**config.mk**
```make
export PLATFORM = sky130hd
export DESIGN_NAME = spi_control_and_select_config
export DESIGN_NICKNAME = d
export VERILOG_FILES = /design/src/spi_cfg_pkg.sv /design/src/pin_sync.sv /design/src/shift_engine.sv /design/src/spi_control_and_select_config.sv
export SDC_FILE = /design/constraint.sdc
export NUM_CORES = 1
export LEC_CHECK = 0
export ABC_AREA = 1
export BUFFER_PORTS_ARGS = -buffer_cell sky130_fd_sc_hd__buf_2
export CAP_MARGIN = 30
export CORE_MARGIN = 4
export CORE_UTILIZATION = 53
export CTS_CLUSTER_SIZE = 8
export DETAILED_ROUTE_END_ITERATION = 8
export PLACE_DENSITY = 0.77
export SYNTH_ARGS = -nofsm -noshare
export SYNTH_HDL_FRONTEND = slang
export SYNTH_SLANG_ARGS = --single-unit
```
**constraint.sdc**
```tcl
create_clock -name pclk -period 4.7 [get_ports pclk]
set_input_delay 0.235 -clock pclk [delete_from_list [all_inputs] [get_ports pclk]]
set_output_delay 0.235 -clock pclk [all_outputs]
set_load 0.05 [all_outputs]
```
**src/spi_cfg_pkg.sv**
```systemverilog
// Purpose: Constants and types of the serial config block
// Assumes: Register index times four gives the APB byte address
// Notes:   Only each word's low byte is used
package spi_cfg_pkg;
    localparam int         ADDR_W              = 6;
    localparam logic [3:0] IDX_CTRL1           = 4'h0;
    localparam logic [3:0] IDX_CTRL2           = 4'h1;
    localparam logic [3:0] IDX_BAUD            = 4'h2;
    localparam logic [3:0] IDX_STATUS          = 4'h3;
    localparam logic [3:0] IDX_DATA            = 4'h5;
    localparam logic [3:0] IDX_IRQ_STATUS      = 4'h8;
    localparam logic [3:0] IDX_IRQ_MASK        = 4'h9;

    localparam int         CR1_RX_FAULT_IRQ_EN = 7;
    localparam int         CR1_SYS_EN          = 6;
    localparam int         CR1_TX_EMPTY_IRQ_EN = 5;
    localparam int         CR1_ROLE            = 4;
    localparam int         CR1_CLOCK_POLARITY_BIT            = 3;
    localparam int         CR1_CLOCK_PHASE_BIT            = 2;
    localparam int         CR1_SEL_OE          = 1;
    localparam int         CR1_LSB_FIRST       = 0;
    localparam int         CR2_FAULT_EN        = 4;
    localparam int         SR_DONE             = 7;
    localparam int         SR_TX_EMPTY         = 5;
    localparam int         SR_FAULT            = 4;
    localparam int         EV_DONE             = 0;
    localparam int         EV_TX_EMPTY         = 1;
    localparam int         EV_FAULT            = 2;

    localparam logic [7:0] CTRL1_RESET         = 8'h04;
    localparam logic [7:0] CTRL2_RESET         = 8'h00;
    localparam logic [7:0] CTRL2_WRITE_MASK    = 8'h10;
    localparam logic [7:0] BAUD_RESET          = 8'h03;
    localparam logic [2:0] IRQ_MASK_RESET      = 3'h0;

    typedef enum logic [2:0] {
        ST_IDLE   = 3'b001,
        ST_RUN    = 3'b010,
        ST_FINISH = 3'b100
    } xfer_state_t;

    function automatic logic [3:0] reg_index(input logic [ADDR_W-1:0] addr);
        reg_index = addr[5:2];
    endfunction : reg_index
endpackage : spi_cfg_pkg

```
**src/pin_sync.sv**
```systemverilog
// Purpose: Two-stage synchroniser for pin inputs
// Assumes: Inputs are asynchronous levels
// Notes:   Only stage two reads stage one
`timescale 1ns/100ps
module pin_sync #(
    parameter int WIDTH = 4
) (
    input  wire logic             pclk,
    input  wire logic             presetn,
    input  wire logic [WIDTH-1:0] async_in,
    output logic      [WIDTH-1:0] sync_out
);
    logic [WIDTH-1:0] stage1;

    if (WIDTH < 1) begin : g_check
        $error("pin_sync needs at least one bit");
    end

    always_ff @(posedge pclk or negedge presetn) begin
        if (!presetn) begin
            stage1   <= '0;
            sync_out <= '0;
        end else begin
            stage1   <= async_in;
            sync_out <= stage1;
        end
    end
endmodule : pin_sync

```
**src/shift_engine.sv**
```systemverilog
// Purpose: Serial shifter with selectable bit order
// Assumes: Sample strobe precedes its shift strobe
// Notes:   Bit positions are the same in either order
`timescale 1ns/100ps
module shift_engine #(
    parameter int WIDTH = 8
) (
    input  wire logic             pclk,
    input  wire logic             presetn,
    input  wire logic             load,
    input  wire logic [WIDTH-1:0] load_data,
    input  wire logic             sample,
    input  wire logic             shift,
    input  wire logic             lsb_first,
    input  wire logic             serial_in,
    output logic                  serial_out,
    output logic      [WIDTH-1:0] data
);
    logic [WIDTH-1:0] shifter;
    logic [WIDTH-1:0] next_shifter;
    logic             rx_bit;
    logic             next_rx_bit;

    if (WIDTH < 2) begin : g_check
        $error("shift_engine needs at least two bits");
    end

    always_comb begin
        next_rx_bit  = sample ? serial_in : rx_bit;
        next_shifter = shifter;
        if (load) begin
            next_shifter = load_data;
        end else if (shift) begin
            // Order changes direction, not positions
            if (lsb_first) begin
                next_shifter = {rx_bit, shifter[WIDTH-1:1]};
            end else begin
                next_shifter = {shifter[WIDTH-2:0], rx_bit};
            end
        end
    end

    always_ff @(posedge pclk or negedge presetn) begin
        if (!presetn) begin
            shifter <= '0;
            rx_bit  <= 1'b0;
        end else begin
            shifter <= next_shifter;
            rx_bit  <= next_rx_bit;
        end
    end

    assign serial_out = lsb_first ? shifter[0] : shifter[WIDTH-1];
    assign data       = shifter;
endmodule : shift_engine

```
**src/spi_control_and_select_config.sv**
```systemverilog
// Purpose: Serial port control, role, clock format and select pin
// Assumes: APB slave; link pins asynchronous
// Notes:   Link clock must be well below pclk
// Function
// - Done or fault flag interrupts only while rx/fault enable is set
// - System enable low holds idle and clears done, fault and transmit-full flags
// - System enable high gives the pins to the port, select only as controller with fault enable and select output
// - Transmit-empty flag interrupts only while its enable is set
// - Role bit picks target or controller; changing it forces idle
// - Polarity bit sets serial clock idle level low or high
// - Phase bit samples odd edges when low, even when high
// - Controller aborts transfer when polarity, phase, select or order changes
// - Order bit shifts most significant first when low, least when high
// - Data register keeps most significant bit on top in both orders
// - Controller with fault enable and select output drives select pin
// - Controller with fault enable only watches select pin for faults
// - Select driven only as controller; target always uses it as input
// - Fault enable in second control register allows fault detection
`timescale 1ns/100ps
module spi_control_and_select_config
    import spi_cfg_pkg::*;
#(
    parameter int WIDTH = 8
) (
    input  wire logic              pclk,
    input  wire logic              presetn,
    input  wire logic              psel,
    input  wire logic              penable,
    input  wire logic              pwrite,
    input  wire logic [ADDR_W-1:0] paddr,
    input  wire logic [31:0]       pwdata,
    output logic      [31:0]       prdata,
    output logic                   pready,
    output logic                   pslverr,
    output logic                   irq,
    input  wire logic              sck_in,
    output logic                   sck_out,
    output logic                   sck_oe,
    input  wire logic              mosi_in,
    output logic                   mosi_out,
    output logic                   mosi_oe,
    input  wire logic              miso_in,
    output logic                   miso_out,
    output logic                   miso_oe,
    input  wire logic              ss_in,
    output logic                   ss_out,
    output logic                   ss_oe
);
    if (WIDTH != 8) begin : g_check
        $error("data register is one byte wide");
    end

    logic [7:0]  ctrl1, next_ctrl1;
    logic [7:0]  ctrl2, next_ctrl2;
    logic [7:0]  baud, next_baud;
    logic [7:0]  tx_data, next_tx_data;
    logic [7:0]  rx_data, next_rx_data;
    logic        tx_full, next_tx_full;
    logic        done_flag, next_done_flag;
    logic        fault_flag, next_fault_flag;
    logic [2:0]  irq_status, next_irq_status;
    logic [2:0]  irq_mask, next_irq_mask;
    xfer_state_t state, next_state;
    logic [4:0]  edge_cnt, next_edge_cnt;
    logic [7:0]  div_cnt, next_div_cnt;
    logic        sck_level, next_sck_level;
    logic        pending, next_pending;
    logic        sck_prev;
    logic [31:0] next_prdata;
    logic        next_pready, next_pslverr, next_irq;
    logic        next_sck_out, next_sck_oe, next_mosi_out, next_mosi_oe;
    logic        next_miso_out, next_miso_oe, next_ss_out, next_ss_oe;
    logic [3:0]  pins_s;
    logic        sck_s, mosi_s, miso_s, ss_s;
    logic        wr, rd, mapped;
    logic [3:0]  idx;
    logic        sys_en, role, clock_polarity_bit, clock_phase_bit, sel_oe, lsb_first, fault_en;
    logic        role_change, cfg_change, fault_detect, abort;
    logic        link_edge, sample_now, shift_now, load, capture;
    logic [2:0]  events, gate;
    logic        serial_out;
    logic [7:0]  shift_data;

    pin_sync #(
        .WIDTH (4)
    ) u_sync (
        .pclk     (pclk),
        .presetn  (presetn),
        .async_in ({sck_in, mosi_in, miso_in, ss_in}),
        .sync_out (pins_s)
    );
    assign {sck_s, mosi_s, miso_s, ss_s} = pins_s;

    shift_engine #(
        .WIDTH (WIDTH)
    ) u_engine (
        .pclk       (pclk),
        .presetn    (presetn),
        .load       (load),
        .load_data  (tx_data),
        .sample     (sample_now),
        .shift      (shift_now),
        .lsb_first  (lsb_first),
        .serial_in  (role ? miso_s : mosi_s),
        .serial_out (serial_out),
        .data       (shift_data)
    );

    assign sys_en    = ctrl1[CR1_SYS_EN];
    assign role      = ctrl1[CR1_ROLE];
    assign clock_polarity_bit      = ctrl1[CR1_CLOCK_POLARITY_BIT];
    assign clock_phase_bit      = ctrl1[CR1_CLOCK_PHASE_BIT];
    assign sel_oe    = ctrl1[CR1_SEL_OE];
    assign lsb_first = ctrl1[CR1_LSB_FIRST];
    assign fault_en  = ctrl2[CR2_FAULT_EN];
    assign gate      = {ctrl1[CR1_RX_FAULT_IRQ_EN], ctrl1[CR1_TX_EMPTY_IRQ_EN],
                        ctrl1[CR1_RX_FAULT_IRQ_EN]};

    // pready set in setup, so no wait state
    always_comb begin
        idx    = reg_index(paddr);
        mapped = (paddr[1:0] == 2'h0) &&
                 (idx == IDX_CTRL1 || idx == IDX_CTRL2 || idx == IDX_BAUD ||
                  idx == IDX_STATUS || idx == IDX_DATA ||
                  idx == IDX_IRQ_STATUS || idx == IDX_IRQ_MASK);
        wr     = psel && penable && pready && pwrite && mapped;
        rd     = psel && penable && pready && !pwrite && mapped;
    end

    always_comb begin
        role_change  = wr && idx == IDX_CTRL1 && (pwdata[CR1_ROLE] != role);
        cfg_change   = wr && ((idx == IDX_CTRL1 && pwdata[3:0] != ctrl1[3:0]) ||
                       (idx == IDX_CTRL2 && pwdata[CR2_FAULT_EN] != fault_en));
        // Select low while watched: another controller drives
        fault_detect = sys_en && role && fault_en && !sel_oe && !ss_s;
        abort        = !sys_en || role_change || (role && cfg_change) || fault_detect;
    end

    // Link edges and sampling
    always_comb begin
        if (role) begin
            link_edge = (state == ST_RUN) && (div_cnt == 8'h00);
        end else begin
            link_edge = (state == ST_RUN) && (sck_s != sck_prev) && !ss_s;
        end
        sample_now = link_edge && (edge_cnt[0] == clock_phase_bit);
        shift_now  = pending && ((link_edge && !sample_now) || state == ST_FINISH);
    end

    always_comb begin
        next_state     = state;
        next_edge_cnt  = edge_cnt;
        next_div_cnt   = div_cnt;
        next_sck_level = sck_level;
        next_pending   = pending;
        load           = 1'b0;
        capture        = 1'b0;
        if (sample_now) begin
            next_pending = 1'b1;
        end else if (shift_now) begin
            next_pending = 1'b0;
        end
        unique case (state)
            ST_IDLE: begin
                next_sck_level = clock_polarity_bit;
                next_edge_cnt  = 5'h00;
                next_pending   = 1'b0;
                if (sys_en && role && tx_full && !fault_detect) begin
                    next_state   = ST_RUN;
                    next_div_cnt = baud;
                    load         = 1'b1;
                end else if (sys_en && !role && !ss_s) begin
                    next_state = ST_RUN;
                    load       = tx_full;
                end
            end
            ST_RUN: begin
                if (role) begin
                    next_div_cnt = (div_cnt == 8'h00) ? baud : div_cnt - 8'h01;
                end
                if (link_edge) begin
                    next_sck_level = !sck_level;
                    next_edge_cnt  = edge_cnt + 5'h01;
                    if (edge_cnt == 5'(2 * WIDTH - 1)) begin
                        next_state = ST_FINISH;
                    end
                end
                if (!role && ss_s) begin
                    next_state = ST_IDLE;
                end
            end
            ST_FINISH: begin
                // Phase one shifts last here
                if (!pending) begin
                    capture    = 1'b1;
                    next_state = ST_IDLE;
                end
            end
        endcase
        if (abort) begin
            next_state   = ST_IDLE;
            next_pending = 1'b0;
            load         = 1'b0;
            capture      = 1'b0;
        end
    end

    // Hardware set wins over software clear
    always_comb begin
        next_ctrl1      = ctrl1;
        next_ctrl2      = ctrl2;
        next_baud       = baud;
        next_tx_data    = tx_data;
        next_irq_mask   = irq_mask;
        next_tx_full    = tx_full;
        next_done_flag  = done_flag;
        next_fault_flag = fault_flag;
        next_rx_data    = capture ? shift_data : rx_data;
        if (wr) begin
            unique case (idx)
                IDX_CTRL1:    next_ctrl1    = pwdata[7:0];
                IDX_CTRL2:    next_ctrl2    = pwdata[7:0] & CTRL2_WRITE_MASK;
                IDX_BAUD:     next_baud     = pwdata[7:0];
                IDX_DATA:     next_tx_data  = pwdata[7:0];
                IDX_IRQ_MASK: next_irq_mask = pwdata[2:0];
                default:      next_ctrl1    = ctrl1;
            endcase
        end
        if (wr && idx == IDX_DATA) begin
            next_tx_full = 1'b1;
        end else if (load) begin
            next_tx_full = 1'b0;
        end
        if (rd && idx == IDX_DATA) begin
            next_done_flag = 1'b0;
        end
        if (capture) begin
            next_done_flag = 1'b1;
        end
        if (wr && idx == IDX_CTRL1) begin
            next_fault_flag = 1'b0;
        end
        if (fault_detect) begin
            next_fault_flag = 1'b1;
        end
        if (!sys_en) begin
            next_tx_full    = 1'b0;
            next_done_flag  = 1'b0;
            next_fault_flag = 1'b0;
        end
        events = '0;
        events[EV_DONE]     = capture;
        events[EV_TX_EMPTY] = tx_full && !next_tx_full;
        events[EV_FAULT]    = fault_detect && !fault_flag;
        next_irq_status = irq_status;
        if (wr && idx == IDX_IRQ_STATUS) begin
            next_irq_status = irq_status & ~pwdata[2:0];
        end
        next_irq_status = next_irq_status | events;
        // Level output while any enabled bit holds
        next_irq = |(irq_status & irq_mask & gate);
    end

    // Bus answer and pin drivers
    always_comb begin
        next_pready  = psel && !penable;
        next_pslverr = psel && !penable && !mapped;
        next_prdata  = prdata;
        if (psel && !penable) begin
            next_prdata = 32'h0000_0000;
            unique case (reg_index(paddr))
                IDX_CTRL1:      next_prdata[7:0] = ctrl1;
                IDX_CTRL2:      next_prdata[7:0] = ctrl2;
                IDX_BAUD:       next_prdata[7:0] = baud;
                IDX_STATUS: begin
                    next_prdata[SR_DONE]     = done_flag;
                    next_prdata[SR_TX_EMPTY] = !tx_full;
                    next_prdata[SR_FAULT]    = fault_flag;
                end
                IDX_DATA:       next_prdata[7:0] = rx_data;
                IDX_IRQ_STATUS: next_prdata[2:0] = irq_status;
                IDX_IRQ_MASK:   next_prdata[2:0] = irq_mask;
                default:        next_prdata      = 32'h0000_0000;
            endcase
        end
        next_sck_oe   = sys_en && role;
        next_sck_out  = role ? sck_level : clock_polarity_bit;
        next_mosi_oe  = sys_en && role;
        next_mosi_out = serial_out;
        // Driven only while selected, so targets share it
        next_miso_oe  = sys_en && !role && !ss_s;
        next_miso_out = serial_out;
        next_ss_oe    = sys_en && role && fault_en && sel_oe;
        next_ss_out   = (state == ST_IDLE);
    end

    always_ff @(posedge pclk or negedge presetn) begin
        if (!presetn) begin
            ctrl1      <= CTRL1_RESET;
            ctrl2      <= CTRL2_RESET;
            baud       <= BAUD_RESET;
            tx_data    <= 8'h00;
            rx_data    <= 8'h00;
            tx_full    <= 1'b0;
            done_flag  <= 1'b0;
            fault_flag <= 1'b0;
            irq_status <= 3'h0;
            irq_mask   <= IRQ_MASK_RESET;
            state      <= ST_IDLE;
            edge_cnt   <= 5'h00;
            div_cnt    <= 8'h00;
            sck_level  <= 1'b0;
            pending    <= 1'b0;
            sck_prev   <= 1'b0;
            prdata     <= 32'h0000_0000;
            pready     <= 1'b0;
            pslverr    <= 1'b0;
            irq        <= 1'b0;
            sck_out    <= 1'b0;
            sck_oe     <= 1'b0;
            mosi_out   <= 1'b0;
            mosi_oe    <= 1'b0;
            miso_out   <= 1'b0;
            miso_oe    <= 1'b0;
            ss_out     <= 1'b1;
            ss_oe      <= 1'b0;
        end else begin
            ctrl1      <= next_ctrl1;
            ctrl2      <= next_ctrl2;
            baud       <= next_baud;
            tx_data    <= next_tx_data;
            rx_data    <= next_rx_data;
            tx_full    <= next_tx_full;
            done_flag  <= next_done_flag;
            fault_flag <= next_fault_flag;
            irq_status <= next_irq_status;
            irq_mask   <= next_irq_mask;
            state      <= next_state;
            edge_cnt   <= next_edge_cnt;
            div_cnt    <= next_div_cnt;
            sck_level  <= next_sck_level;
            pending    <= next_pending;
            sck_prev   <= sck_s;
            prdata     <= next_prdata;
            pready     <= next_pready;
            pslverr    <= next_pslverr;
            irq        <= next_irq;
            sck_out    <= next_sck_out;
            sck_oe     <= next_sck_oe;
            mosi_out   <= next_mosi_out;
            mosi_oe    <= next_mosi_oe;
            miso_out   <= next_miso_out;
            miso_oe    <= next_miso_oe;
            ss_out     <= next_ss_out;
            ss_oe      <= next_ss_oe;
        end
    end
endmodule : spi_control_and_select_config

```
==> impl_metrics.yaml <==
cells_and_area:
  n_antenna_cell: 0
  share_of_final_layout_standard_cells_stronger_than_drive_strength_1_pct: 17.3
  finish.net_count: 652
  multi_input_comb_area_sq_um: 1990
  signed_area_change_from_the_synthesized_netlist_to_the_final_layout_pct: 8.69
  final_core_utilization_pct: 59.5
  final_cell_mix: "148 x sky130_fd_sc_hd__nand2_1, 90 x sky130_fd_sc_hd__dfrtp_1, 50 x sky130_fd_sc_hd__inv_1, 46 x sky130_fd_sc_hd__o21ai_0, 44 x sky130_fd_sc_hd__nand3_1"
  final_common_cell: "sky130_fd_sc_hd__nand2_1"
  sequential_cell_area_sq_um: 2380
  nFillCells: 763
routing:
  avgViaCountPerCell: 5.44
  vias: 3886
  finalWirelength_microns: 10600
  top_layer: "met4"
  drt-wirelength-per-cell_microns: 14.9
  drc: 0
  met2_layer_wire_length_in_the_routed_design_microns: 4880
  antenna_violating_nets_post_route: 0
  dr.first_iter.drc_count: 310
  first_pass_drt_iterations: 5
  routed-wl-met3_microns: 837
  m1WireLength_microns: 4620
yosys:
  number_of_flops_mapped_to_enable_cells_by_yosys: 0
  synth.yosys.warnings: 0
  dominantRegCellSynth: "sky130_fd_sc_hd__dfrtp_1"
  number_of_distinct_library_cells_after_synthesis: 49
  syn_area_sq_um: 4790
  syn_avg_cell_area_sq_um: 8.59
  synth_sequential_area_ratio_pct: 49.7
  synth-seq-cells: 95
  synth_cells: 558
  synthArstFlopShare_pct: 100
worst_setup_path:
  crit_chain: "inv_1 > nand2_1 > nand2_1 > nor2_1 > nand2_1 > nand2_1 > nand2_1 > nand2_1 > and3_1 > nand2_8 > nor2_1 > a21oi_2"
  crit_path_start: "ctrl1[0]"
  critical_path.reg2reg.startpoint: "ctrl1[0]"
  r2r_cells: 12
  critPathArrivalTime_ns: 2.75
  worstPathBufferInverterCount: 1
  critical_path_depth: 12
  critical_path.top_delay_family: "simple AND/OR/NAND/NOR gates"
  cell_at_the_slowest_stage_of_the_critical_path: "sky130_fd_sc_hd__and3_1"
  cp_common_cell: "sky130_fd_sc_hd__nand2_1"
  worst_ep_required_time_ns: 4.96
  max_stage_delay_ns: 0.64
  critical_path.startpoint_type: "register"
  timing_worst_setup_path_type: "reg -> reg"
  worst_setup_path_end_kind: "register"
  critPathMaxFanout: 16
status:
  status: "finished clean"
sta:
  relSlewSlack_pct: 40.7
  rsz0062_at_grt: "no"
  final_max_slew_viol_count: 0
  finalHoldViolCount: 0
  max_freq_mhz: 401
  final.setup_skew_ns: 0.0130
  final.setup.tns_ns: 0
  timing_worst_slew_pin_value_ns: 0.886
  setup_viols_final: 0
  timing.final.crit_share_pct: 53.0
  period_minus_slack_ns: 2.49
pwr:
  powerDensity_nw_per_um2: 400
  p_switching_uw: 737
  vdd_ir_drop_max_uv: 214
  cell_internal_pwr_uw: 1340
  comb_power_share_pct: 25.7
  power.static_leakage_uw: 0.00258
  p_seq_share_pct: 47.7
  clock_group_share_of_total_power_pct: 26.6
  power.switching_fraction_pct: 35.4
clocking:
  max_buffers_root_to_sink: 2
  cts_htree_levels: 3
  postCtsSetupRepairBufs: 0
  postCtsResizedCells: 0
  cts_hold_buf: 5
  tritoncts: "done"
  cts.sinks: 95
  clock-root-buffer: "sky130_fd_sc_hd__clkbuf_8"
  clk_latency_ns: 0.36
  clkSlewWorstSetupHoldPaths_ns: 0.10
  tritoncts.num_buffers: 9
global_route:
  grt_remaining_overflow: 0
  antenna_found_initial: 0
  grt_first_pass_wirelength_microns: 17800
  first_global_vias: 3722
  grtUsageTotal_pct: 21.9
  grt_start_max_net_pins: 70
placed_design:
  place.port_buffers: 41
  gp_congestion: 0.908
  place.detailed.hpwl_microns: 7840
min_path:
  timing.hold.worst.class: "in -> reg"
  min_delay_path_depth: 3
  hp-start: "pwdata[6]"
die:
  design.core.area_sq_um: 8760
  dieHeight_microns: 103
  fp-row-count: 34
  initial_core_util_pct: 54.7
  ioPinCount: 90
  die_area_sq_um: 10600
  floorplan.die.width_microns: 103
job:
  maxCapViolCount: 0
-- cells in the mapped netlist (all sizes together) (5+ instances only) --
cell type  number  area [sq um]
xor2            6          52.6
dfstp           5           131
buf            32           255
nor2           32           143
o21ai          53           277
o21a            6          45.0
inv            59           221
nor3            6          46.3
nand3          47           265
clkbuf          6          22.5
a21oi          20           119
nand4           6          50.0
o211ai          5          37.5
nand2         156           624
dfrtp          90          2250
-- layout make-up --
cell class                      count  share of cell area (%)
Tap cell                          108                    2.59
Inverter                           60                    4.32
Clock buffer                       10                    2.64
Timing Repair Buffer               47                    5.09
Sequential cell                    95                    45.7
Multi-Input combinational cell    388                    38.3
Clock inverter                      6                    1.34
-- sequential cells by signal (all words and copies together), names as in the netlist, 3 cells and up --
register	cells
baud	8
ctrl1	8
div_cnt	8
edge_cnt	5
irq_mask	3
irq_status	3
prdata	8
rx_data	8
state	3
tx_data	8
u_engine.data	8
u_sync.stage1	4
u_sync.sync_out	4
-- logic make-up (layout without fill, tap and decap cells) --
kind of cell	count (synthesis)	count (layout)	share of synthesized area [%]
DFF	95	95	49.7
buffers and inverters	98	123	10.5
xor gates and xnor gates	7	7	1.28
muxes	5	5	1.15
and+or+nand+nor	253	253	24.5
other	1	24	0.0782
adders and majority gates	4	4	1.04
AOI/OAI and AO/OA	95	95	11.8
-- per-stage QoR --
step	power [uW]	instance area, sq um	std cells	hold WS, ns	worst slack [ns]
finish	2080	5210	714	0.124	2.21
global placement	1510	4950	693	0.163	2.31
floorplan	1420	4880	581	-0.0606	2.85
global route	2220	5210	714	0.127	2.01
CTS	2090	5210	714	0.112	2.23
detailed placement	1530	4950	693	0.166	2.25
-- worst min-delay path, cell delays in order --
cell	delay (ns)
sky130_fd_sc_hd__buf_2	0.10
sky130_fd_sc_hd__nand2_1	0.05
sky130_fd_sc_hd__o21ai_0	0.06
-- worst paths after layout --
path	end	slack (ns)
max	rx_data[2]	2.21
max in group asynchronous	u_sync.stage1[2]	3.22
min in group asynchronous	div_cnt[2]	0.31
min reg2reg	u_sync.sync_out[2]	0.35
max reg2reg	rx_data[2]	2.21
min	ctrl1[6]	0.12
-- power by group through the flow --
stage | registers [uW] | clock network [uW] | logic, uW
floorplan | 1040 | 0 | 384
global placement | 1000 | 0 | 505
detailed placement | 1010 | 0 | 529
CTS | 992 | 564 | 535
global route | 1000 | 606 | 611
finish | 994 | 554 | 534
-- layer usage --
layer	up-vias	GRT usage, %
li1	1859	-
met1	1831	30.4
met2	172	34.4
met3	24	3.52
met4	0	8.76
met5	-	0
(Power assumes the default switching activity.)
